`config.mk`:
```
export PLATFORM = sky130hd
export DESIGN_NAME = spcu_top
export DESIGN_NICKNAME = d
export VERILOG_FILES = /design/src/shared/spcu_pkg.sv /design/src/core/spcu_top.sv
export SDC_FILE = /design/constraint.sdc
export NUM_CORES = 1
export LEC_CHECK = 0
export BUFFER_PORTS_ARGS = -buffer_cell sky130_fd_sc_hd__buf_2
export CAP_MARGIN = 20
export CELL_PAD_IN_SITES_DETAIL_PLACEMENT = 1
export CELL_PAD_IN_SITES_GLOBAL_PLACEMENT = 1
export CORE_MARGIN = 3
export CORE_UTILIZATION = 48
export CTS_BUF_LIST = sky130_fd_sc_hd__clkbuf_4
export CTS_CLUSTER_SIZE = 28
export DETAILED_ROUTE_END_ITERATION = 8
export GPL_ROUTABILITY_DRIVEN = 0
export PLACE_DENSITY = 0.9
export SLEW_MARGIN = 5
export SYNTH_ARGS = -nofsm -noshare
export SYNTH_HDL_FRONTEND = slang
export SYNTH_SLANG_ARGS = --single-unit
```
`constraint.sdc`:
```
create_clock -name pclk -period 3.7 [get_ports pclk]
set_input_delay 0.74 -clock pclk [delete_from_list [all_inputs] [get_ports pclk]]
set_output_delay 0.74 -clock pclk [all_outputs]
set_load 0.01 [all_outputs]
```
`src/shared/spcu_pkg.sv`:
```
`default_nettype none
package spcu_pkg;
	// ======================================================
	// bus and register map
	localparam int             SPCU_ADDR_W       = 8;
	localparam logic [7:0]     SPCU_OFF_CONTROL  = 8'h98;
	localparam logic [7:0]     SPCU_OFF_DATA     = 8'h9c;
	localparam logic [7:0]     SPCU_OFF_POWER    = 8'ha0;
	localparam logic [7:0]     SPCU_OFF_OWN_ADDR = 8'ha4;
	localparam logic [7:0]     SPCU_OFF_ADDR_MSK = 8'ha8;
	localparam logic [7:0]     SPCU_OFF_BAUD     = 8'hac;
	localparam logic [7:0]     SPCU_OFF_IRQ_STAT = 8'hb0;
	localparam logic [7:0]     SPCU_OFF_IRQ_MASK = 8'hb4;
	// ======================================================
	// control, power and interrupt register fields
	localparam int             CTL_MODE_HI       = 7;
	localparam int             CTL_MODE_LO       = 6;
	localparam int             CTL_AMEN          = 5;
	localparam int             CTL_RX_EN         = 4;
	localparam int             CTL_TX9           = 3;
	localparam int             CTL_RX9           = 2;
	localparam int             CTL_TX_DONE       = 1;
	localparam int             CTL_RX_DONE       = 0;
	localparam int             PWR_BAUD_DBL      = 7;
	localparam int             PWR_FE_SEL        = 6;
	localparam int             IRQ_RX            = 0;
	localparam int             IRQ_TX            = 1;
	localparam int             IRQ_FE            = 2;
	localparam int             IRQ_W             = 3;
	// ======================================================
	// reset values
	localparam logic [7:0]     CTL_RESET         = 8'h00;
	localparam logic [7:0]     PWR_RESET         = 8'h00;
	localparam logic [7:0]     ADDR_RESET        = 8'h00;
	localparam logic [15:0]    BAUD_RESET        = 16'h0364;
	localparam logic [IRQ_W-1:0] IRQ_RESET       = 3'h0;
	// ======================================================
	// bit times in pclk cycles, and the index of the last data bit
	localparam logic [15:0]    MODE0_BIT_CYC     = 16'h000c;
	localparam logic [15:0]    MODE2_BIT_SLOW    = 16'h0040;
	localparam logic [15:0]    MODE2_BIT_FAST    = 16'h0020;
	localparam logic [2:0]     LAST_DATA_BIT     = 3'h7;
	// ======================================================
	// types
	typedef enum logic [1:0] {
		MODE_SHIFT = 2'b00,
		MODE_8BIT  = 2'b01,
		MODE_9FIX  = 2'b10,
		MODE_9VAR  = 2'b11
	} spcu_mode_type;
	typedef enum logic [2:0] {
		FR_IDLE  = 3'b000,
		FR_START = 3'b001,
		FR_DATA  = 3'b010,
		FR_NINTH = 3'b011,
		FR_STOP  = 3'b100
	} spcu_frame_type;
endpackage
`default_nettype wire

```
`src/core/spcu_top.sv`:
```
// The APB slave port is this design's own decision.
`default_nettype none
// Notes on behaviour
// - control at 98h: mode hi, mode lo, amen, rxen, tx9, rx9, tx, rx done
// - bit 7 is framing error when frame_err_select set, else mode high bit
// - invalid stop bit sets framing error; only software clears it
// - mode pair selects shift, 8-bit variable, 9-bit fixed, 9-bit variable
// - modes 2/3 with amen: receive flag needs ninth bit one and address match
// - mode 1 with amen: receive flag needs valid stop bit and address match
// - reception only while rx_enable is set
// - modes 2/3 send tx_ninth_bit as ninth bit; unused in mode 0
// - ninth bit stored in modes 2/3; stop bit in mode 1 when amen clear
// - tx flag at end of 8th bit in mode 0, else at stop bit start
// - rx flag at end of 8th bit in mode 0, else mid stop bit
// - broadcast address is own OR mask; zero bits are don't care
// - given address is own under mask; only unmasked bits must match
module spcu_top
	import spcu_pkg::*;
(
	input  wire logic                         pclk,
	input  wire logic                         presetn,
	input  wire logic                         psel,
	input  wire logic                         penable,
	input  wire logic                         pwrite,
	input  wire logic [spcu_pkg::SPCU_ADDR_W-1:0] paddr,
	input  wire logic [31:0]                  pwdata,
	output var  logic [31:0]                  prdata,
	output var  logic                         pready,
	output var  logic                         pslverr,
	input  wire logic                         rxd_in,
	output var  logic                         rxd_out,
	output var  logic                         rxd_oe,
	output var  logic                         txd,
	output var  logic                         irq
);
	import spcu_pkg::*;

	// ======================================================
	// register bus
	logic                acc;
	logic                wr_ok;
	logic                ctl_wr;
	logic [31:0]         rd_data;
	logic                rd_hit;
	logic                mode_hi, mode_lo, amen, rx_en, tx9, rx9;
	logic                tx_done, rx_done, fe, fe_sel, baud_dbl;
	logic [7:0]          own_addr, addr_mask, rx_buf;
	logic [15:0]         baud_div;
	logic [IRQ_W-1:0]    irq_status, irq_mask;
	spcu_mode_type       mode;

	assign mode   = spcu_mode_type'({mode_hi, mode_lo});
	assign acc    = psel & penable;
	assign wr_ok  = acc & pready & pwrite;
	assign ctl_wr = wr_ok & (paddr == SPCU_OFF_CONTROL);

	always_comb
	begin
		rd_hit  = 1'b1;
		rd_data = 32'h0;
		unique case (paddr)
			SPCU_OFF_CONTROL:  rd_data[7:0] = {fe_sel ? fe : mode_hi,
				mode_lo, amen, rx_en, tx9, rx9, tx_done, rx_done};
			SPCU_OFF_DATA:     rd_data[7:0] = rx_buf;
			SPCU_OFF_POWER:    rd_data[7:0] = {baud_dbl, fe_sel, 6'h0};
			SPCU_OFF_OWN_ADDR: rd_data[7:0] = own_addr;
			SPCU_OFF_ADDR_MSK: rd_data[7:0] = addr_mask;
			SPCU_OFF_BAUD:     rd_data[15:0] = baud_div;
			SPCU_OFF_IRQ_STAT: rd_data[IRQ_W-1:0] = irq_status;
			SPCU_OFF_IRQ_MASK: rd_data[IRQ_W-1:0] = irq_mask;
			default:           rd_hit = 1'b0;
		endcase
	end

	// one wait state; data and error stand with pready
	always_ff @(posedge pclk or negedge presetn)
	begin
		if (!presetn)
		begin
			pready  <= 1'b0;
			pslverr <= 1'b0;
			prdata  <= 32'h0;
		end
		else
		begin
			pready  <= acc & ~pready;
			pslverr <= acc & ~pready & ~rd_hit;
			if (acc & ~pready & ~pwrite)
				prdata <= rd_data;
		end
	end

	always_ff @(posedge pclk or negedge presetn)
	begin
		if (!presetn)
		begin
			{baud_dbl, fe_sel} <= PWR_RESET[7:6];
			own_addr  <= ADDR_RESET;
			addr_mask <= ADDR_RESET;
			baud_div  <= BAUD_RESET;
			irq_mask  <= IRQ_RESET;
		end
		else if (wr_ok)
		begin
			unique case (paddr)
				SPCU_OFF_POWER:
				begin
					baud_dbl <= pwdata[PWR_BAUD_DBL];
					fe_sel   <= pwdata[PWR_FE_SEL];
				end
				SPCU_OFF_OWN_ADDR: own_addr  <= pwdata[7:0];
				SPCU_OFF_ADDR_MSK: addr_mask <= pwdata[7:0];
				SPCU_OFF_BAUD:     baud_div  <= pwdata[15:0];
				SPCU_OFF_IRQ_MASK: irq_mask  <= pwdata[IRQ_W-1:0];
				default:           ;
			endcase
		end
	end

	// ======================================================
	// bit timing
	logic [15:0]         bit_cyc;
	logic [15:0]         half_cyc;
	always_comb
	begin
		unique case (mode)
			MODE_SHIFT: bit_cyc = MODE0_BIT_CYC;
			MODE_9FIX:  bit_cyc = baud_dbl ? MODE2_BIT_FAST
				: MODE2_BIT_SLOW;
			default:    bit_cyc = baud_div;
		endcase
	end
	assign half_cyc = bit_cyc >> 1;

	// ======================================================
	// transmitter
	spcu_frame_type      tx_state;
	logic [15:0]         tx_cnt;
	logic [2:0]          tx_bit;
	logic [7:0]          tx_sh;
	logic                tx_go, tx_end, tx_set, nine_bit;

	assign nine_bit = mode_hi;
	assign tx_go  = wr_ok & (paddr == SPCU_OFF_DATA)
		& (tx_state == FR_IDLE);
	assign tx_end = (tx_state != FR_IDLE) & (tx_cnt == 16'h0);
	// nine-bit frames flag after the ninth bit, not after the eighth
	assign tx_set = tx_end & ((tx_state == FR_NINTH)
		| (tx_state == FR_DATA & tx_bit == LAST_DATA_BIT
		& ~nine_bit));

	always_ff @(posedge pclk or negedge presetn)
	begin
		if (!presetn)
		begin
			tx_state <= FR_IDLE;
			tx_cnt   <= 16'h0;
			tx_bit   <= 3'h0;
			tx_sh    <= 8'h0;
		end
		else if (tx_go)
		begin
			tx_sh    <= pwdata[7:0];
			tx_bit   <= 3'h0;
			tx_cnt   <= bit_cyc - 16'h1;
			tx_state <= (mode == MODE_SHIFT) ? FR_DATA : FR_START;
		end
		else if (tx_state != FR_IDLE)
		begin
			tx_cnt <= tx_end ? bit_cyc - 16'h1 : tx_cnt - 16'h1;
			if (tx_end)
			begin
				unique case (tx_state)
					FR_START: tx_state <= FR_DATA;
					FR_DATA:
					begin
						tx_sh  <= tx_sh >> 1;
						tx_bit <= tx_bit + 3'h1;
						if (tx_bit == LAST_DATA_BIT)
							tx_state <= (mode == MODE_SHIFT) ? FR_IDLE
								: nine_bit ? FR_NINTH : FR_STOP;
					end
					FR_NINTH: tx_state <= FR_STOP;
					default:  tx_state <= FR_IDLE;
				endcase
			end
		end
	end

	// ======================================================
	// receiver
	logic                rxd_meta, rxd_sync, rxd_prev;
	spcu_frame_type      rx_state;
	logic [15:0]         rx_cnt;
	logic [2:0]          rx_bit;
	logic [7:0]          rx_sh;
	logic                rx_nine_tmp, rx_end, rx_sample, rx_frame_end;
	logic                rx_accept, addr_match, fe_set, rx_set;
	logic [7:0]          bcast;

	always_ff @(posedge pclk or negedge presetn)
	begin
		if (!presetn)
		begin
			rxd_meta <= 1'b1;
			rxd_sync <= 1'b1;
			rxd_prev <= 1'b1;
		end
		else
		begin
			rxd_meta <= rxd_in;
			rxd_sync <= rxd_meta;
			rxd_prev <= rxd_sync;
		end
	end

	assign bcast      = own_addr | addr_mask;
	assign addr_match = (((rx_sh ^ own_addr) & addr_mask) == 8'h0)
		| ((rx_sh & bcast) == bcast);
	assign rx_end    = (rx_state != FR_IDLE) & (rx_cnt == 16'h0);
	assign rx_sample = (rx_state == FR_DATA) & (rx_cnt ==
		((mode == MODE_SHIFT) ? half_cyc - 16'h1 : 16'h0));
	assign rx_frame_end = rx_end & ((rx_state == FR_STOP)
		| (mode == MODE_SHIFT & rx_state == FR_DATA
		& rx_bit == LAST_DATA_BIT));
	// amen is assumed clear in mode 0, so it is not looked at there
	assign rx_accept = rx_frame_end & ((mode == MODE_SHIFT) | ~amen
		| (mode == MODE_8BIT ? rxd_sync & addr_match
		: rx_nine_tmp & addr_match));
	assign rx_set = rx_accept;
	assign fe_set = rx_frame_end & (mode != MODE_SHIFT) & ~rxd_sync;

	always_ff @(posedge pclk or negedge presetn)
	begin
		if (!presetn)
		begin
			rx_state    <= FR_IDLE;
			rx_cnt      <= 16'h0;
			rx_bit      <= 3'h0;
			rx_sh       <= 8'h0;
			rx_nine_tmp <= 1'b0;
		end
		else if (!rx_en)
			rx_state <= FR_IDLE;
		else if (rx_state == FR_IDLE)
		begin
			rx_bit <= 3'h0;
			if (mode == MODE_SHIFT && !rx_done && tx_state == FR_IDLE)
			begin
				rx_cnt   <= bit_cyc - 16'h1;
				rx_state <= FR_DATA;
			end
			else if (mode != MODE_SHIFT && rxd_prev && !rxd_sync)
			begin
				rx_cnt   <= half_cyc - 16'h1;
				rx_state <= FR_START;
			end
		end
		else
		begin
			rx_cnt <= rx_end ? bit_cyc - 16'h1 : rx_cnt - 16'h1;
			if (rx_sample)
				rx_sh <= {rxd_sync, rx_sh[7:1]};
			if (rx_end)
			begin
				unique case (rx_state)
					// glitch shorter than half a bit is dropped
					FR_START: rx_state <= rxd_sync ? FR_IDLE : FR_DATA;
					FR_DATA:
					begin
						rx_bit <= rx_bit + 3'h1;
						if (rx_bit == LAST_DATA_BIT)
							rx_state <= (mode == MODE_SHIFT) ? FR_IDLE
								: nine_bit ? FR_NINTH : FR_STOP;
					end
					FR_NINTH:
					begin
						rx_nine_tmp <= rxd_sync;
						rx_state    <= FR_STOP;
					end
					default: rx_state <= FR_IDLE;
				endcase
			end
		end
	end

	always_ff @(posedge pclk or negedge presetn)
	begin
		if (!presetn)
			rx_buf <= 8'h0;
		else if (rx_accept)
			rx_buf <= rx_sh;
	end

	// ======================================================
	// control register; hardware set wins over software write
	always_ff @(posedge pclk or negedge presetn)
	begin
		if (!presetn)
		begin
			{mode_hi, mode_lo, amen, rx_en, tx9} <= CTL_RESET[7:3];
			{rx9, tx_done, rx_done, fe} <= 4'h0;
		end
		else
		begin
			if (ctl_wr)
			begin
				if (!fe_sel)
					mode_hi <= pwdata[CTL_MODE_HI];
				mode_lo <= pwdata[CTL_MODE_LO];
				amen    <= pwdata[CTL_AMEN];
				rx_en   <= pwdata[CTL_RX_EN];
				tx9     <= pwdata[CTL_TX9];
			end
			fe <= fe_set | (ctl_wr & fe_sel ? pwdata[CTL_MODE_HI]
				: fe);
			tx_done <= tx_set | (ctl_wr ? pwdata[CTL_TX_DONE]
				: tx_done);
			rx_done <= rx_set | (ctl_wr ? pwdata[CTL_RX_DONE]
				: rx_done);
			if (rx_accept && mode[1])
				rx9 <= rx_nine_tmp;
			else if (rx_accept && mode == MODE_8BIT && !amen)
				rx9 <= rxd_sync;
			else if (ctl_wr)
				rx9 <= pwdata[CTL_RX9];
		end
	end

	// ======================================================
	// interrupt status, write one to clear
	logic [IRQ_W-1:0]    irq_ev;
	assign irq_ev = {fe_set, tx_set, rx_set};

	always_ff @(posedge pclk or negedge presetn)
	begin
		if (!presetn)
		begin
			irq_status <= IRQ_RESET;
			irq <= 1'b0;
		end
		else
		begin
			irq_status <= irq_ev | (irq_status & ~((wr_ok
				& paddr == SPCU_OFF_IRQ_STAT) ? pwdata[IRQ_W-1:0]
				: IRQ_RESET));
			irq <= |(irq_status & irq_mask);
		end
	end

	// ======================================================
	// pins; mode 0 drives shift clock on txd, data on rxd
	logic                tx_line, clk_lo, sh_busy;
	assign sh_busy = (tx_state == FR_DATA) | (rx_state == FR_DATA);
	assign clk_lo  = (tx_state == FR_DATA) ? tx_cnt >= half_cyc
		: rx_cnt >= half_cyc;
	always_comb
	begin
		unique case (tx_state)
			FR_START: tx_line = 1'b0;
			FR_DATA:  tx_line = tx_sh[0];
			FR_NINTH: tx_line = tx9;
			default:  tx_line = 1'b1;
		endcase
	end

	always_ff @(posedge pclk or negedge presetn)
	begin
		if (!presetn)
		begin
			txd     <= 1'b1;
			rxd_out <= 1'b1;
			rxd_oe  <= 1'b0;
		end
		else if (mode == MODE_SHIFT)
		begin
			txd     <= ~(sh_busy & clk_lo);
			rxd_out <= tx_sh[0];
			rxd_oe  <= tx_state == FR_DATA;
		end
		else
		begin
			txd     <= tx_line;
			rxd_out <= 1'b1;
			rxd_oe  <= 1'b0;
		end
	end
endmodule
`default_nettype wire

```
After elaboration in Yosys (flattened, before gate mapping) --
Cells that the tools add are included.
Word-level totals: flip-flop bits (word level) 143, output and inout bits 38
Cells by class: $add $sub $neg 6, magnitude comparators 2, equality and inequality tests 26, mux-type cells 55, bitwise operators 52, reductions and logical operators 40
Operators by type and width (count):
- $mux 16 | 8
- $eq 8x8->1 const B | 8
- $mux 3 | 20
- $sub 16x1->16 const B | 3
- $mux 8 | 5
- $ge 16x15->1 | 2
- $logic_not 16->1 | 2
- $pmux 16 s2 | 1
- $pmux 5 s6 | 1
- $and 1x1->1 | 26
- $pmux 3 s7 | 1
- $pmux 3 s3 | 2
- $and 8x8->8 | 2
- $eq 16x16->1 | 1
- $sub 15x1->16 const B | 1
- $reduce_and 3->1 | 5
- $reduce_and 2->1 | 7
- $mux 1 | 13
- $eq 3x2->1 const B | 4
- $reduce_bool 2->1 | 6
- $eq 3x3->1 const B | 3
- $not 1->1 | 9
- $or 1x1->1 | 9
- $reduce_bool 3->1 | 3
- 24 further kinds | 39

Longest topological paths before layout --
word-level depth 12, mapped depth 13, depth with buffers taken out 10

Worst setup path before layout --
OpenSTA, ideal clock, no wires.
kind flip-flop to flip-flop, from register mode_lo, to register rx_sh[0], arrival 2.859 ns, required time 3.575 ns, setup slack 0.716 ns, stages on the path, launching flop included 12, buffers on the path 4, period minus slack after synthesis 2.984 ns, cells stage by stage dfrtp_1 clkbuf_1 clkbuf_1 buf_1 a21oi_1 ha_1 clkbuf_1 o21ai_1 nand3_1 a2111oi_0 nand3_1 mux2_2
On the way: word-level cells in the longest chain between the ends 7, elaborated cells on any way between the ends 8, those cells by class 1 x add/sub; 2 x eq/ne; 2 x mux; 1 x bitwise; 2 x reduce/logical
Ends and longest elaborated chain:
- start, declared | line spcu_top.sv:45 | logic mode_hi, mode_lo, amen, rx_en, tx9, rx9;
- start signal, assigned | line spcu_top.sv:301 | {mode_hi, mode_lo, amen, rx_en, tx9} <= CTL_RESET[7:3];
- start signal, assigned | line spcu_top.sv:310 | mode_lo <= pwdata[CTL_MODE_LO];
- $eq 2x2->1 / $logic_not 2->1 (equally long branches) | line spcu_top.sv:126, spcu_top.sv:222
- $pmux 16 s2 | line spcu_top.sv:126 | unique case (mode)
- $sub 15x1->16 | line spcu_top.sv:222 | ((mode == MODE_SHIFT) ? half_cyc - 16'h1 : 16'h0));
- $mux 16 (*) | line spcu_top.sv:222
- $eq 16x16->1 (*) | line spcu_top.sv:221 | assign rx_sample = (rx_state == FR_DATA) & (rx_cnt ==
- $and 1x1->1 (*) | line spcu_top.sv:221
- $reduce_and 3->1 (no line) (*)
- end signal, assigned | line spcu_top.sv:263 | rx_sh <= {rxd_sync, rx_sh[7:1]};
- end, declared | line spcu_top.sv:196 | logic [7:0] rx_sh;
Every way passes the cells marked *; elsewhere a longest branch is shown, timed or not. A chain may end at the register's enable or synchronous reset.

Final worst setup path --
from register rx_cnt[12], to register rx_state[2]
On the way: word-level cells in the longest chain between the ends 4
Ends and longest elaborated chain:
- start, declared | line spcu_top.sv:194 | logic [15:0] rx_cnt;
- start signal, assigned | line spcu_top.sv:250 | rx_cnt <= bit_cyc - 16'h1;
- start signal, assigned | line spcu_top.sv:255 | rx_cnt <= half_cyc - 16'h1;
- start signal, assigned | line spcu_top.sv:261 | rx_cnt <= rx_end ? bit_cyc - 16'h1 : rx_cnt - 16'h1;
- $logic_not 16->1 | line spcu_top.sv:220 | assign rx_end = (rx_state != FR_IDLE) & (rx_cnt == 16'h0);
- $and 1x1->1 | line spcu_top.sv:220
- $ne 3x1->1 (no line)
- $reduce_and 3->1 (no line)
- end signal, assigned | line spcu_top.sv:268 | FR_START: rx_state <= rxd_sync ? FR_IDLE : FR_DATA;
- end signal, assigned | line spcu_top.sv:273 | rx_state <= (mode == MODE_SHIFT) ? FR_IDLE
- end, declared | line spcu_top.sv:193 | spcu_frame_type rx_state;
Every way passes these cells.

==> impl_metrics.yaml <==
drt:
  routedWlPerCell_um: 22.3
  first_pass_iters: 5
  routed_wl_um: 27700
  drt-initial-drc-count: 615
  ant_nets: 0
  routed-via-count: 7843
  viasPerCell: 6.30
  drc_errors: 0
timing:
  finalMaxSlewViolations: 0
  tns_ps: 0
  skew_ps: 35.0
  fmax_mhz: 328
  hold_violations: 0
  fin_crit_ps: 3050
  rsz0062_at_grt: "no"
  finalCritPeriodShare: 0.823
  tightest_slew_ps: 1060
  setup-violations-final: 0
  slew_headroom: 0.294
  hold_slack_ps: 106
pwr:
  total_power_uw: 2860
  leakagePower_uw: 0.00438
  powerDensity_mw_per_mm2: 296
  peakVddDrop_v: 0.000237
synthesis:
  yosys.area.top_type: "dfrtp_1"
  synth.avg_cell_area_um2: 9.27
  synth.cell_area_mm2: 0.00884
  synth_area_leaders: "dfrtp_1 38%, mux2_2 6.4%, o21ai_0 5.4%"
  yosysSeqAreaShare: 0.406
  synthArstFlopShare: 1.00
  synth_top_flop_cell: "dfrtp_1"
  synth_cells: 954
  yosys.cell_types.count: 79
  ys_seq_elements: 143
  synth_top_area_share: 0.376
  synth_edf_count: 0
  yosys_warnings: 0
setup_path:
  reg2reg_slack_ps: 650
  path_cells: "or4_4 > nor4_4 > a21oi_1 > a21oi_1 > o21ai_1 > mux2_1 > nor2b_1"
  crit_arrival_ps: 3570
  reg2regPathDepth: 7
  worstPathMaxFanout: 11
  path_common_cell: "a21oi_1"
  rr_endpoint: "rx_state[2]"
  cp-start-kind: "flop"
  r2r_start: "rx_cnt[12]"
  cp_slowest_stage_delay_ps: 600
  critPathRequiredTime_ps: 4220
  crit_slowest_cell: "or4_4"
  path_class: "flop to flop"
  cp-end-kind: "flop"
clock_tree:
  clock-sinks: 143
  clk_path_buf_depth: 2
  root_buffer: "clkbuf_4"
  post_cts_buffers: 0
  clkTransAtPathRegs_ps: 170
  worstSkewPairLatency_ps: 600
  hold_buffers: 0
  cts_inserted_buffers: 17
  ctsResizeCount: 0
  cts_max_level: 4
  tritoncts: "yes"
cells_and_area:
  layout.nets: 1085
  fin_util: 0.536
  layout-drive-gt1-share: 0.192
  syn_to_final_growth_pct: 9.31
  nFillCells: 2149
  fin_area_mm2: 0.00967
die:
  coreArea_mm2: 0.0180
  ios: 84
  initial_core_util: 0.491
  row_count: 49
  dieWidth_um: 142
  die_area_mm2: 0.0201
  die_h_um: 142
grt:
  grt_pass1_vias: 8057
  grt_max_degree: 66
  antenna_found_initial: 1
  grt_usage: 0.279
  overflow: 0
  grt_pass1_wl_um: 44400
place:
  hpwlAfterDp_um: 20300
  portBuffers: 51
  place_area_mm2: 0.00934
flow_run:
  max-cap-violations: 0
worst_hold_path:
  min-delay-path-class: "input pin to asynchronous set/reset pin"
outcome:
  status: "finished clean"
==> cells in the mapped netlist, drive strengths merged, types with 10 or more instances <==
cell type  number
inv            22
ha             37
nand2         107
nor2           70
nand3          28
mux2           58
nor2b          17
xor2           19
nor3           23
or3            10
nand4          15
xnor2          16
mux2i          17
o22ai          11
dfrtp         133
o21ai         103
clkbuf         33
dfstp          10
a22oi          14
a21oi          49
buf            32
a22o           11
==> per-stage QoR <==
stage / worst slack [ps] / std cells
after global placement: 618 / 1212
after floorplan: 716 / 969
after CTS: 712 / 1244
after global routing: 508 / 1245
final: 653 / 1245
after detailed placement: 557 / 1212
==> critical path: cells and delay by family (launching register included) <==
| family | cells | cell delay (ps) |
|---|---|---|
| simple gates | 3 | 1240 |
| compound gates | 3 | 920 |
| flops | 1 | 480 |
| mux | 1 | 340 |
==> area by class of cell <==
type,count,area (um^2),share of cell area
clock inverter,15,191,0.0198
clock buffer,17,128,0.0132
inverter,22,82.6,0.00854
multi-input combinational,739,4900,0.507
sequential,143,3590,0.372
timing repair buffer,79,484,0.0501
tap,229,287,0.0296
antenna,1,2.50,0.000259
==> worst max-delay path by stage <==
stage	start	end	cells after the start
floorplan	mode_lo	rx_sh[0]	11
global placement	paddr[1]	tx_bit[0]	8
detailed placement	paddr[1]	tx_bit[0]	8
CTS	rx_cnt[12]	rx_state[2]	7
global route	rx_cnt[12]	rx_state[2]	7
finish	rx_cnt[12]	rx_state[2]	7
==> cells in the final DEF, fill, tap and decap left out, drive strengths merged, types with 19 or more instances in the layout <==
| cell | n |
|---|---|
| inv | 31 |
| mux2 | 58 |
| xor2 | 19 |
| ha | 37 |
| nand3 | 28 |
| nor2 | 70 |
| nor3 | 23 |
| nand2 | 107 |
| o21ai | 103 |
| a21oi | 49 |
| dfrtp | 133 |
| buf | 79 |
==> state kept, by name, indices dropped and copies added (netlist names), 8 cells and up <==
signal,count
baud_div,16
prdata,16
rx_cnt,16
tx_cnt,16
addr_mask,8
own_addr,8
rx_buf,8
rx_sh,8
tx_sh,8
==> power by group <==
group	internal, uW	switching (uW)	leakage (uW)
Sequential	1570	7.34	0.00187
Combinational	32.0	87.2	0.00233
Clock	439	718	0.000173
==> cell families (layout without fill, tap and decap cells) <==
kind of cell | after synthesis | after routing | share of synthesized area
AND/OR/NAND/NOR | 313 | 313 | 0.176
AO/OA/AOI/OAI | 261 | 261 | 0.184
flip-flops | 143 | 143 | 0.406
buffers and inverters | 87 | 133 | 0.0461
multiplexers | 76 | 76 | 0.0986
adder cells (fa/ha/maj) | 38 | 38 | 0.0535
XOR/XNOR | 35 | 35 | 0.0347
other | 1 | 17 | 0.000424
==> metal layers <==
layer | vias to the layer above | global-route usage | part of all wire
li1 | 3543 | - | -
met1 | 3956 | 0.379 | 0.43
met2 | 269 | 0.450 | 0.48
met3 | 75 | 0.0586 | 0.066
met4 | 0 | 0.0919 | 0.029
met5 | - | 0 | 0
No activity file was read; power rests on OpenSTA's default activity.
